### config.mk
export PLATFORM = sky130hd
export DESIGN_NAME = dwg_top
export DESIGN_NICKNAME = d
export VERILOG_FILES = /design/src/include/dwg_pkg.sv /design/src/rtl/dwg_top.sv
export SDC_FILE = /design/constraint.sdc
export NUM_CORES = 1
export LEC_CHECK = 0
export BUFFER_PORTS_ARGS = -buffer_cell sky130_fd_sc_hd__buf_2
export CORE_ASPECT_RATIO = 0.75
export CORE_MARGIN = 2
export CORE_UTILIZATION = 37
export DETAILED_ROUTE_END_ITERATION = 8
export GPL_ROUTABILITY_DRIVEN = 0
export SYNTH_ARGS = -nofsm -noshare
export SYNTH_HDL_FRONTEND = slang
export SYNTH_SLANG_ARGS = --single-unit
### constraint.sdc
create_clock -name clk_sys_in -period 5.7 [get_ports clk_sys_in]
set_input_delay 0.285 -clock clk_sys_in [delete_from_list [all_inputs] [get_ports clk_sys_in]]
set_output_delay 0.285 -clock clk_sys_in [all_outputs]
set_load 0.03 [all_outputs]
### src/include/dwg_pkg.sv
// Package of the waveform parameter block: register map, field layouts, modes, timing.
// Assumes a 200 MHz system clock and a synchronous internal register port.
package dwg_pkg;

  // ---------------------------------------------------------------
  // Register offsets and field layouts
  // ---------------------------------------------------------------
  localparam logic [15:0] ADDR_RAMP2_TIME   = 16'h202C;
  localparam logic [15:0] ADDR_FREQ_WORD    = 16'h2030;
  localparam logic [15:0] ADDR_PHASE_OFFSET = 16'h2034;
  localparam logic [15:0] ADDR_DC_OFFSET    = 16'h2038;
  localparam int RAMP2_W   = 20;
  localparam int FREQ_W    = 24;
  localparam int PHASE_W   = 20;
  localparam int OFFSET_W  = 12;
  localparam int GAIN_W    = 11;
  localparam int ACC_W     = 30;
  localparam int CODE_W    = 12;
  localparam logic [RAMP2_W-1:0]  RST_RAMP2  = 20'h00000;
  localparam logic [FREQ_W-1:0]   RST_FREQ   = 24'h000000;
  localparam logic [PHASE_W-1:0]  RST_PHASE  = 20'h00000;
  localparam logic [OFFSET_W-1:0] RST_OFFSET = 12'h000;

  // ---------------------------------------------------------------
  // Timing
  // ---------------------------------------------------------------
  localparam int SYS_CLK_HZ    = 200_000_000;
  localparam int TRAP_RATE_HZ  = 320_000;
  localparam int TRAP_TICK_CYC = SYS_CLK_HZ / TRAP_RATE_HZ;

  // Waveform type selection codes; 2'b01 is not a defined code.
  typedef enum logic [1:0] {
    WAVE_DIRECT = 2'b00,
    WAVE_SINE   = 2'b10,
    WAVE_TRAP   = 2'b11
  } dwg_wave_t;

  // One sample word on its way to the converter.
  typedef struct packed {
    logic [1:0]               src;
    logic signed [CODE_W-1:0] code;
  } dwg_sample_t;

endpackage : dwg_pkg

### src/rtl/dwg_top.sv
// Waveform generator parameter registers, sine and trapezoid sample sources and output buffer.
// Assumes all inputs except the reset come from logic on clk_sys_in and the converter
// drains samples through a valid/ready handshake.
`timescale 1ns/1ps
module dwg_top
  import dwg_pkg::*;
(
  input  wire logic                clk_sys_in,            // System clock, 200 MHz.
  input  wire logic                resetn_in,             // Asynchronous reset, active low.
  input  wire logic                reg_wr_in,             // Register write strobe.
  input  wire logic                reg_rd_in,             // Register read strobe.
  input  wire logic [15:0]         reg_addr_in,           // Register byte address.
  input  wire logic [31:0]         reg_wdata_in,          // Register write data.
  output logic      [31:0]         reg_rdata_out,         // Register read data, one cycle later.
  input  wire logic [1:0]          waveform_type_select_in, // Waveform type code.
  input  wire logic                generator_enable_in,   // Enable from the front-end control.
  input  wire logic [GAIN_W-1:0]   sine_gain_in,          // Unsigned sine amplitude.
  input  wire logic [CODE_W-1:0]   trap_level_in,         // Trapezoid level from the profile logic.
  input  wire logic                direct_valid_in,       // Direct sample offered.
  input  wire logic [CODE_W-1:0]   direct_data_in,        // Direct sample code.
  output logic                     direct_ready_out,      // Direct sample taken.
  output logic                     generator_enable_out,  // Generator running.
  output logic                     ramp2_done_out,        // Pulse: second ramp finished.
  output logic                     dac_valid_out,         // Sample ready for the converter.
  input  wire logic                dac_ready_in,          // Converter accepts the sample.
  output dwg_sample_t              dac_sample_out         // Sample word.
);

  // ---------------------------------------------------------------
  // Reset release
  // ---------------------------------------------------------------
  logic [1:0] rst_sync_ff;
  logic       rst_n;

  // Two stages so the release edge is clean against clk_sys_in.
  always_ff @(posedge clk_sys_in or negedge resetn_in) begin
    if (!resetn_in) rst_sync_ff <= 2'b00;
    else            rst_sync_ff <= {rst_sync_ff[0], 1'b1};
  end
  assign rst_n = rst_sync_ff[1];

  // ---------------------------------------------------------------
  // Registers
  // ---------------------------------------------------------------
  logic [RAMP2_W-1:0]  ramp2_time_ff, nxt_ramp2_time;
  logic [FREQ_W-1:0]   freq_word_ff, nxt_freq_word;
  logic [PHASE_W-1:0]  phase_off_ff, nxt_phase_off;
  logic [OFFSET_W-1:0] dc_off_ff, nxt_dc_off;
  logic [31:0]         rdata_ff, nxt_rdata;

  // Unmapped addresses read as zero and ignore writes; reserved bits read as zero.
  always_comb begin
    nxt_ramp2_time = ramp2_time_ff;
    nxt_freq_word  = freq_word_ff;
    nxt_phase_off  = phase_off_ff;
    nxt_dc_off     = dc_off_ff;
    nxt_rdata      = rdata_ff;
    if (reg_wr_in) begin
      unique case (reg_addr_in)
        ADDR_RAMP2_TIME:   nxt_ramp2_time = reg_wdata_in[RAMP2_W-1:0];
        ADDR_FREQ_WORD:    nxt_freq_word  = reg_wdata_in[FREQ_W-1:0];
        ADDR_PHASE_OFFSET: nxt_phase_off  = reg_wdata_in[PHASE_W-1:0];
        ADDR_DC_OFFSET:    nxt_dc_off     = reg_wdata_in[OFFSET_W-1:0];
        default:           nxt_dc_off     = dc_off_ff;
      endcase
    end
    if (reg_rd_in) begin
      unique case (reg_addr_in)
        ADDR_RAMP2_TIME:   nxt_rdata = {12'h000, ramp2_time_ff};
        ADDR_FREQ_WORD:    nxt_rdata = {8'h00, freq_word_ff};
        ADDR_PHASE_OFFSET: nxt_rdata = {12'h000, phase_off_ff};
        ADDR_DC_OFFSET:    nxt_rdata = {20'h00000, dc_off_ff};
        default:           nxt_rdata = 32'h00000000;
      endcase
    end
  end

  always_ff @(posedge clk_sys_in or negedge rst_n) begin
    if (!rst_n) begin
      ramp2_time_ff <= RST_RAMP2;
      freq_word_ff  <= RST_FREQ;
      phase_off_ff  <= RST_PHASE;
      dc_off_ff     <= RST_OFFSET;
      rdata_ff      <= 32'h00000000;
    end else begin
      ramp2_time_ff <= nxt_ramp2_time;
      freq_word_ff  <= nxt_freq_word;
      phase_off_ff  <= nxt_phase_off;
      dc_off_ff     <= nxt_dc_off;
      rdata_ff      <= nxt_rdata;
    end
  end
  assign reg_rdata_out = rdata_ff;

  // ---------------------------------------------------------------
  // Quarter-wave sine table
  // ---------------------------------------------------------------
  // Sixteen half-step points keep the table small; spurs are the price.
  function automatic logic signed [CODE_W-1:0] sine_lookup(input logic [PHASE_W-1:0] ph);
    logic [3:0] idx;
    logic [9:0] mag;
    idx = ph[PHASE_W-2] ? ~ph[PHASE_W-3 -: 4] : ph[PHASE_W-3 -: 4];
    unique case (idx)
      4'h0: mag = 10'd50;   4'h1: mag = 10'd150;  4'h2: mag = 10'd248;  4'h3: mag = 10'd345;
      4'h4: mag = 10'd437;  4'h5: mag = 10'd526;  4'h6: mag = 10'd609;  4'h7: mag = 10'd687;
      4'h8: mag = 10'd758;  4'h9: mag = 10'd822;  4'hA: mag = 10'd877;  4'hB: mag = 10'd925;
      4'hC: mag = 10'd963;  4'hD: mag = 10'd992;  4'hE: mag = 10'd1012; 4'hF: mag = 10'd1022;
    endcase
    sine_lookup = ph[PHASE_W-1] ? -$signed({2'b00, mag}) : $signed({2'b00, mag});
  endfunction : sine_lookup

  // ---------------------------------------------------------------
  // Sample sources
  // ---------------------------------------------------------------
  dwg_wave_t                 wave;
  logic [ACC_W-1:0]          acc_ff, nxt_acc;
  logic [9:0]                tick_cnt_ff, nxt_tick_cnt;
  logic                      tick_ff, nxt_tick;
  logic [RAMP2_W-1:0]        ramp_cnt_ff, nxt_ramp_cnt;
  logic                      done_ff, nxt_done, en_ff, nxt_en;
  logic                      trap_pend_ff, nxt_trap_pend;
  logic                      src_valid_ff, nxt_src_valid;
  dwg_sample_t               src_ff, nxt_src;
  logic                      fifo_in_ready, src_take, load_ok;
  logic [PHASE_W-1:0]        phase;
  logic signed [CODE_W-1:0]  sine_raw;
  logic signed [23:0]        product;
  logic signed [CODE_W:0]    sum;
  logic signed [CODE_W-1:0]  sine_code;

  assign wave     = dwg_wave_t'(waveform_type_select_in);
  assign src_take = src_valid_ff && fifo_in_ready;
  assign load_ok  = !src_valid_ff || src_take;
  assign phase    = acc_ff[ACC_W-1 -: PHASE_W] + phase_off_ff;
  assign sine_raw = sine_lookup(phase);
  assign product  = sine_raw * $signed({1'b0, sine_gain_in});
  assign sum      = $signed(product[22:11]) + $signed(dc_off_ff);
  // Saturate rather than wrap, so a large offset clips instead of folding over.
  assign sine_code = (sum > 13'sd2047) ? 12'sh7FF : (sum < -13'sd2048) ? 12'sh800 : sum[CODE_W-1:0];
  assign direct_ready_out = (wave == WAVE_DIRECT) && load_ok;

  // The accumulator only advances when a sine sample is loaded, so a stall loses no phase.
  always_comb begin
    nxt_en        = generator_enable_in || wave == WAVE_SINE || wave == WAVE_TRAP;
    nxt_acc       = acc_ff;
    nxt_tick      = 1'b0;
    nxt_tick_cnt  = tick_cnt_ff + 10'd1;
    nxt_ramp_cnt  = ramp_cnt_ff;
    nxt_done      = 1'b0;
    nxt_trap_pend = trap_pend_ff;
    nxt_src_valid = src_valid_ff && !src_take;
    nxt_src       = src_ff;
    if (tick_cnt_ff == 10'(TRAP_TICK_CYC - 1)) begin
      nxt_tick_cnt = 10'd0;
      nxt_tick     = 1'b1;
    end
    if (wave != WAVE_TRAP) begin
      nxt_ramp_cnt  = '0;
      nxt_trap_pend = 1'b0;
    end else if (tick_ff && en_ff) begin
      nxt_trap_pend = 1'b1;
      if (ramp_cnt_ff < ramp2_time_ff) begin
        nxt_ramp_cnt = ramp_cnt_ff + 20'd1;
        nxt_done     = (ramp_cnt_ff + 20'd1 == ramp2_time_ff);
      end
    end
    if (load_ok) begin
      unique case (wave)
        WAVE_SINE: if (en_ff) begin
          nxt_acc       = acc_ff + {6'h00, freq_word_ff};
          nxt_src_valid = 1'b1;
          nxt_src       = '{src: WAVE_SINE, code: sine_code};
        end
        WAVE_TRAP: if (trap_pend_ff) begin
          // A tick that lands on the load edge stays pending instead of being lost.
          nxt_trap_pend = tick_ff && en_ff;
          nxt_src_valid = 1'b1;
          nxt_src       = '{src: WAVE_TRAP, code: trap_level_in};
        end
        WAVE_DIRECT: if (direct_valid_in) begin
          nxt_src_valid = 1'b1;
          nxt_src       = '{src: WAVE_DIRECT, code: direct_data_in};
        end
        default: nxt_src_valid = src_valid_ff && !src_take;
      endcase
    end
  end

  always_ff @(posedge clk_sys_in or negedge rst_n) begin
    if (!rst_n) begin
      acc_ff <= '0; tick_cnt_ff <= '0; tick_ff <= 1'b0; ramp_cnt_ff <= '0; done_ff <= 1'b0;
      en_ff <= 1'b0; trap_pend_ff <= 1'b0; src_valid_ff <= 1'b0; src_ff <= '0;
    end else begin
      acc_ff <= nxt_acc; tick_cnt_ff <= nxt_tick_cnt; tick_ff <= nxt_tick; ramp_cnt_ff <= nxt_ramp_cnt;
      done_ff <= nxt_done; en_ff <= nxt_en; trap_pend_ff <= nxt_trap_pend;
      src_valid_ff <= nxt_src_valid; src_ff <= nxt_src;
    end
  end
  assign generator_enable_out = en_ff;
  assign ramp2_done_out       = done_ff;

  // ---------------------------------------------------------------
  // Two-entry output buffer
  // ---------------------------------------------------------------
  dwg_sample_t mem_ff [2];
  dwg_sample_t nxt_mem [2];
  logic        wp_ff, rp_ff, nxt_wp, nxt_rp;
  logic [1:0]  cnt_ff, nxt_cnt;
  logic        pop;

  assign fifo_in_ready = (cnt_ff != 2'd2);
  assign pop           = dac_valid_out && dac_ready_in;

  // The source holds its word while the buffer is full, which is the back-pressure path.
  always_comb begin
    nxt_mem = mem_ff;
    nxt_wp  = wp_ff;
    nxt_rp  = rp_ff;
    if (src_take) begin
      nxt_mem[wp_ff] = src_ff;
      nxt_wp         = ~wp_ff;
    end
    if (pop) nxt_rp = ~rp_ff;
    nxt_cnt = 2'(cnt_ff + {1'b0, src_take} - {1'b0, pop});
  end

  always_ff @(posedge clk_sys_in or negedge rst_n) begin
    if (!rst_n) begin
      mem_ff <= '{default: '0}; wp_ff <= 1'b0; rp_ff <= 1'b0; cnt_ff <= 2'd0;
    end else begin
      mem_ff <= nxt_mem; wp_ff <= nxt_wp; rp_ff <= nxt_rp; cnt_ff <= nxt_cnt;
    end
  end
  assign dac_valid_out  = (cnt_ff != 2'd0);
  assign dac_sample_out = mem_ff[rp_ff];

  // ---------------------------------------------------------------
  // Assertions
  // ---------------------------------------------------------------
  // Cycles since the last tick; checking the period on a counter keeps the property short.
  logic [9:0] tick_gap_ff, nxt_tick_gap;

  always_comb begin
    nxt_tick_gap = tick_ff ? 10'h001 : tick_gap_ff + 10'h001;
  end

  always_ff @(posedge clk_sys_in or negedge rst_n) begin
    if (!rst_n) tick_gap_ff <= 10'h000;
    else        tick_gap_ff <= nxt_tick_gap;
  end
endmodule : dwg_top

==> impl_results.md, run 1 <==
- Initial antenna violation count: 3
- Async SR Flop Fraction: 100.0%
- Die width: 260.4 µm
- Worst setup margin: -4.666 ns
- Final Hold Vio Count: 0
- Clock root cell: clkbuf_16
- Core Area: 48700 µm²
- Number of CTS-inserted buffers: 22
- Max stage delay cell, worst path: fa_1
- Status: finished, violations left
- Syn. warnings: 0
- Setup TNS: -54.96 ns
- CP dominant cell by count: fa_1
- Drc violations: 0
- P_int: 3.183 mW
- Post-synth EDFFs: 0
- CTS tree: built
- CTS H-tree depth: 1
- Dpl hpwl: 38.03 mm
- Cell variety after synth: 90
- Total gr overflow: 0
- Placed inst area: 21310 µm²
- Area leader, netlist: dfrtp_1
- WP data required: 6.13 ns
- Num rows: 70
- Setup crit start kind: flop
- Leakage Power: 11.26 nW
- WS Path Type: reg2reg
- Hold Crit Class: in2reg
- Endpoints failing setup: 12
- Clock Skew: 0.01268 ns
- Violated checks: negative setup slack
- Comb pwr share: 29.8%
- Die area: 51130 µm²
- Syn Std Cell Area: 18250 µm²
- Sw Ratio: 32.53%
- Final Power: 4.718 mW
- Starting density of the core: 37.47%
- Pwr dens: 206.3 nW/µm²
- Crit. End Element: flop
- Post-route cell area: 22870 µm²
- Detailed-route via count: 14880
- Share of layout cells above drive strength 1: 31.14%
- Peak VDD IR: 0.0001776 V
- RSZ-0062 raised after global routing: yes
- Worst EP arrival: 10.80 ns
- Synth area leaders: dfrtp_1, fa_1, ha_1, mux2_2, inv_1
- Sequential area share after synthesis: 29.21%
- FF+latch count, synth: 213
- Main flop type after synthesis: dfrtp_1
- Sw power: 1.535 mW
- Top cells by count, synth: inv_1, dfrtp_1, nand2_1
- Max transition margin: 21.35%
- Avg Inst Size Synth: 9.595 µm²
- IO buf count: 125
- Final core utilization: 46.96%
- Synth top area share: 29.21%
- Total track usage: 19.16%
- Drt total wl: 48.50 mm
- Placement Setup Slack: -5.051 ns
- # Max-Cap Violations: 0
- Max stage delay on crit path: 0.50 ns
- Final non-filler cell total: 2913
- Clock Power Share: 31.7%
- Vias in the first global route: 15090
- Slew Viols, Final: 0
- Via/cell ratio: 5.107
- Reg area: 5334 µm²
- Pin count of the biggest net entering global routing: 176
- Avg WL per Cell: 16.65 µm
- Clock-pin slew on the worst setup and hold paths: 0.07 ns
- P&R area growth vs syn: 25.31%
- Fin nets: 2606
- Antenna viol nets, final: 0
- Area of the multi-input gates: 12340 µm²
- Worst skew pair latency: 0.53 ns
- TritonRoute pass-1 iters: 7
- Tmin final: 10.37 ns
- CTS max path bufs: 3
- Placed Cells: 2847
- Final Hold Slack: 0.02791 ns
- Top-Level Pins: 142
- FMAX: 96.47 MHz
- Filler cells: 4611
- Initial DRC Count: 1026
- Cells after Synth: 1902
- Seq pwr share: 38.5%
- Final period util: 181.9%
- Clock sinks: 213
- Die Y: 196.3 µm
- Most common cell in the netlist: inv_1
- First-pass GRT wire length: 79.41 mm
- Worst Tran Pin Value: 1.175 ns
- CP Max Fanout: 4
## registers in the layout (all words and copies together), names as in the netlist, 14 cells and up
| register | cells |
|---|---|
| reg_rdata_out | 24 |
| mem_ff | 28 |
| src_ff | 14 |
| acc_ff | 30 |
| ramp_cnt_ff | 20 |
| ramp2_time_ff | 20 |
| freq_word_ff | 24 |
| phase_off_ff | 20 |
## cell type report
cell class	count	area share [%]
Antenna cell	1	0.01094
Clock buffer	29	2.834
Clock inverter	9	0.3830
Inverter	231	3.792
Multi-Input combinational cell	1377	53.98
Sequential cell	213	23.32
Tap cell	648	3.545
Timing Repair Buffer	405	12.13
## timing repair
item / in CTS / in global routing
setup endpoints to repair: 12 / 12
gates cloned: 1 / 0
hold endpoints to repair: 7 / 0
hold buffers: 6 / 0
setup buffers: 14 / 8
pin swaps: 57 / 42
gates resized for setup: 74 / 44
## final timing paths
check | from | end | slack (ns) | cells past startpoint
max | phase_off_ff[4] | src_ff[4] | -4.67 | 50
min | reg_wdata_in[18] | ramp2_time_ff[18] | 0.03 | 2
max reg2reg | phase_off_ff[4] | src_ff[4] | -4.67 | 50
min reg2reg | rst_sync_ff[1] | mem_ff[4] | 0.30 | 0
max in group asynchronous | rst_sync_ff[1] | ramp_cnt_ff[16] | 4.05 | 1
min in group asynchronous | resetn_in | rst_sync_ff[0] | 0.07 | 2
## metal layers
layer / track usage, % / part of all wire [%] / vias up
li1: - / - / 7120
met1: 28.09 / 49 / 7401
met2: 30.38 / 45 / 307
met3: 2.662 / 4.5 / 49
met4: 3.471 / 1.5 / 0
met5: 0 / 0 / -
## power groups by stage
stage                     logic, mW  registers, mW  clock network [mW]
after floorplan               0.893           1.81                   0
final                          1.41           1.82                1.49
after CTS                      1.38           1.81                1.52
after global placement         1.29           1.83                   0
after global routing           1.55           1.84                1.60
after detailed placement       1.32           1.84                   0
## cells by family (layout without fill, tap and decap cells)
logic type      Yosys count  after routing  synth area share (%)
compound gates          331            331                 12.15
xor+xnor                118            118                 5.663
fa+ha+maj               264            264                 23.16
buf+inv                 319            674                 7.062
flops                   213            213                 29.21
mux                     148            148                 9.201
other cells               2             10               0.04115
simple gates            507            507                 13.51
## worst max-delay path: cells and delay by family, from the launching register on
family          cells  cell delay, ns
compound gates     17            3.37
xor+xnor            3            0.53
fa+ha+maj          10            3.58
buf+inv             8            0.67
flops               1            0.44
simple gates       12            1.69
## cell usage in the layout, fill, tap and decap left out, types with 11 or more instances in the layout
cell type and count:
a21oi_2 12, mux2_2 132, nand3_1 36, xnor2_1 63, dfrtp_1 212, o22ai_1 15
a21o_1 17, fa_1 120, buf_2 125, clkbuf_16 23, nor2_1 90, o21ai_0 72
or3_1 14, and2_1 54, xor2_1 46, nand2_1 179, inv_1 224, nor3_1 15
mux2i_1 11, and3_1 17, buf_4 268, a222oi_1 12, o21a_1 20, nand2b_1 13
ha_1 124, a21oi_1 61, ha_4 15, nand4_1 20
Power figures use the tool's default switching activity.
==> run 2, diff against run 1 <==
- GPL_TIMING_DRIVEN: default -> 0
- RECOVER_POWER: default -> 25
==> impl_results.md, run 2 (synthesis results as in run 1) <==
- Status: finished, violations left
- Violated checks: max-capacitance violations, max-slew violations, negative setup slack
- Slew Viols, Final: 93 (+93)
- Die area: 51130 µm² (unchanged)
- Initial antenna violation count: 2 (-1)
- Number of CTS-inserted buffers: 22 (unchanged)
- Pwr dens: 210.8 nW/µm² (+2.2%)
- Max stage delay cell, worst path: fa_1
- Drc violations: 0 (unchanged)
- Max reg flops: 30 (unchanged)
- Final non-filler cell total: 2794 (-4.1%)
- Clock root cell: clkbuf_16
- Max stage delay on crit path: 0.52 ns (+0.02 ns)
- Crit. End Element: flop
- Worst EP arrival: 11.30 ns (+0.50 ns)
- CP Max Fanout: 4 (unchanged)
- Clock Skew: 0.009397 ns (-0.003282 ns)
- Largest register by flop count: acc_ff
- Clock-pin slew on the worst setup and hold paths: 0.07 ns (about the same)
- Most frequent cells in the layout: inv_1, dfrtp_1, nand2_1
- Setup TNS: -61.58 ns (-6.615 ns)
- Clock sinks: 213 (unchanged)
- WP data required: 6.12 ns (about the same)
- Avg WL per Cell: 17.36 µm (+4.3%)
- Share of layout cells above drive strength 1: 23.55% (-7.6 points)
- FMAX: 91.89 MHz (-4.7%)
- WS Path Type: reg2reg
- CTS tree: built
- Die Y: 196.3 µm (unchanged)
- Worst setup margin: -5.182 ns (-0.5167 ns)
- Peak VDD IR: 0.0001810 V (+1.9%)
- # Max-Cap Violations: 2 (+2)
- Final Hold Vio Count: 0 (unchanged)
- Placed Cells: 2684 (-5.7%)
- Largest regs: acc_ff: 30 flops, mem_ff: 28 flops
- First-pass GRT wire length: 79.16 mm (-0.31%)
- Hold Crit Class: in2reg
- Pin count of the biggest net entering global routing: 64 (-64%)
- Most common cell after layout, fill and taps aside: inv_1
- WP buf/inv: 9 (+1)
- Core Area: 48700 µm² (unchanged)
- RSZ-0062 raised after global routing: yes
- Setup crit start kind: flop
- Total track usage: 19.30% (+0.14 points)
- Die width: 260.4 µm (unchanged)
- IO buf count: 123 (-1.6%)
- Initial DRC Count: 1093 (+6.5%)
- Final Power: 4.574 mW (-3.1%)
- Worst skew pair latency: 0.51 ns (-0.02 ns)
- Drt total wl: 48.50 mm (about the same)
- Num rows: 70 (unchanged)
- Tmin final: 10.88 ns (+0.5167 ns)
- Final core utilization: 44.56% (-2.4 points)
- CTS H-tree depth: 1 (unchanged)
- Detailed-route via count: 14490 (-2.6%)
- Starting density of the core: 37.47% (unchanged)
- Antenna viol nets, final: 0 (unchanged)
- Fin nets: 2487 (-4.6%)
- P&R area growth vs syn: 18.90%
- Via/cell ratio: 5.184 (+1.5%)
- Vias in the first global route: 14700 (-2.6%)
- Top-Level Pins: 142 (unchanged)
- Dpl hpwl: 38.31 mm (+0.76%)
- Max transition margin: -57.38% (-79 points)
- TritonRoute pass-1 iters: 6 (-1)
- Leakage Power: 10.39 nW (-7.7%)
- Total gr overflow: 0 (unchanged)
- Final period util: 190.9% (+9.1 points)
- Filler cells: 4659 (+1.0%)
- Endpoints failing setup: 12 (unchanged)
- CP delay by family, top: adder cells
- CTS max path bufs: 3 (unchanged)
- Worst Tran Pin Value: 2.361 ns (+1.186 ns)
[run 2: path summary, 6_finish.rpt]
kind                               endpoint  cells past startpoint  slack, ns        startpoint
min reg2reg                  rst_sync_ff[1]                      0       0.36    rst_sync_ff[0]
min in group asynchronous    rst_sync_ff[0]                      2       0.10         resetn_in
min                        phase_off_ff[18]                      2       0.05  reg_wdata_in[18]
max                               src_ff[6]                     50      -5.18   phase_off_ff[2]
max in group asynchronous        acc_ff[22]                      3       1.58    rst_sync_ff[1]
max reg2reg                       src_ff[6]                     50      -5.18   phase_off_ff[2]
[run 2: worst register-to-register path, delay by kind of cell (launching register included)]
family	cells	cell delay (ns)
xor gates and xnor gates	3	0.41
DFF	1	0.42
buffers and inverters	9	0.73
AOI/OAI and AO/OA	18	3.63
adders and majority gates	10	3.83
and+or+nand+nor	10	1.77
[run 2: stage by stage]
step,hold WS (ns),area (µm²),worst slack (ns)
floorplan,-0.01059,18380,-4.511
global placement,0.07061,19810,-5.812
detailed placement,0.07206,19910,-5.901
CTS,0.03377,21410,-5.172
global route,0.04976,21700,-5.696
finish,0.05124,21700,-5.182
[run 2: cell type report]
type	instances	area, µm²	share of cell area (%)
Clock buffer	32	659.4	3.039
Buffer	85	454.2	2.093
Clock inverter	5	31.28	0.1442
Inverter	231	867.1	3.996
Antenna cell	2	5.005	0.02307
Multi-Input combinational cell	1377	12260	56.51
Timing Repair Buffer	201	1271	5.859
Tap cell	648	810.8	3.737
Sequential cell	213	5338	24.60
[run 2: layer usage]
layer,share of wire (%),track usage [%],vias to the layer above
li1,-,-,6871
met1,48,29.06,7163
met2,44,29.25,373
met3,5.3,2.919,78
met4,2.4,4.042,0
met5,0,0,-
[run 2: repair_timing]
item                       4_1_cts  5_1_grt
setup endpoints to repair       12       12
resized for setup               77       46
buffers inserted                47       21
pin swaps                       54       59
cloned                           2        0
hold endpoints to repair         7        0
hold buffers                     6        0
[run 2: where the power goes]
part	internal [mW]	leakage, nW	switching [mW]	total, mW
sequential	1.68	2.83	0.106	1.79
combinational	0.594	7.22	0.788	1.38
clock	0.800	0.340	0.600	1.40
total	3.08	10.4	1.49	4.57
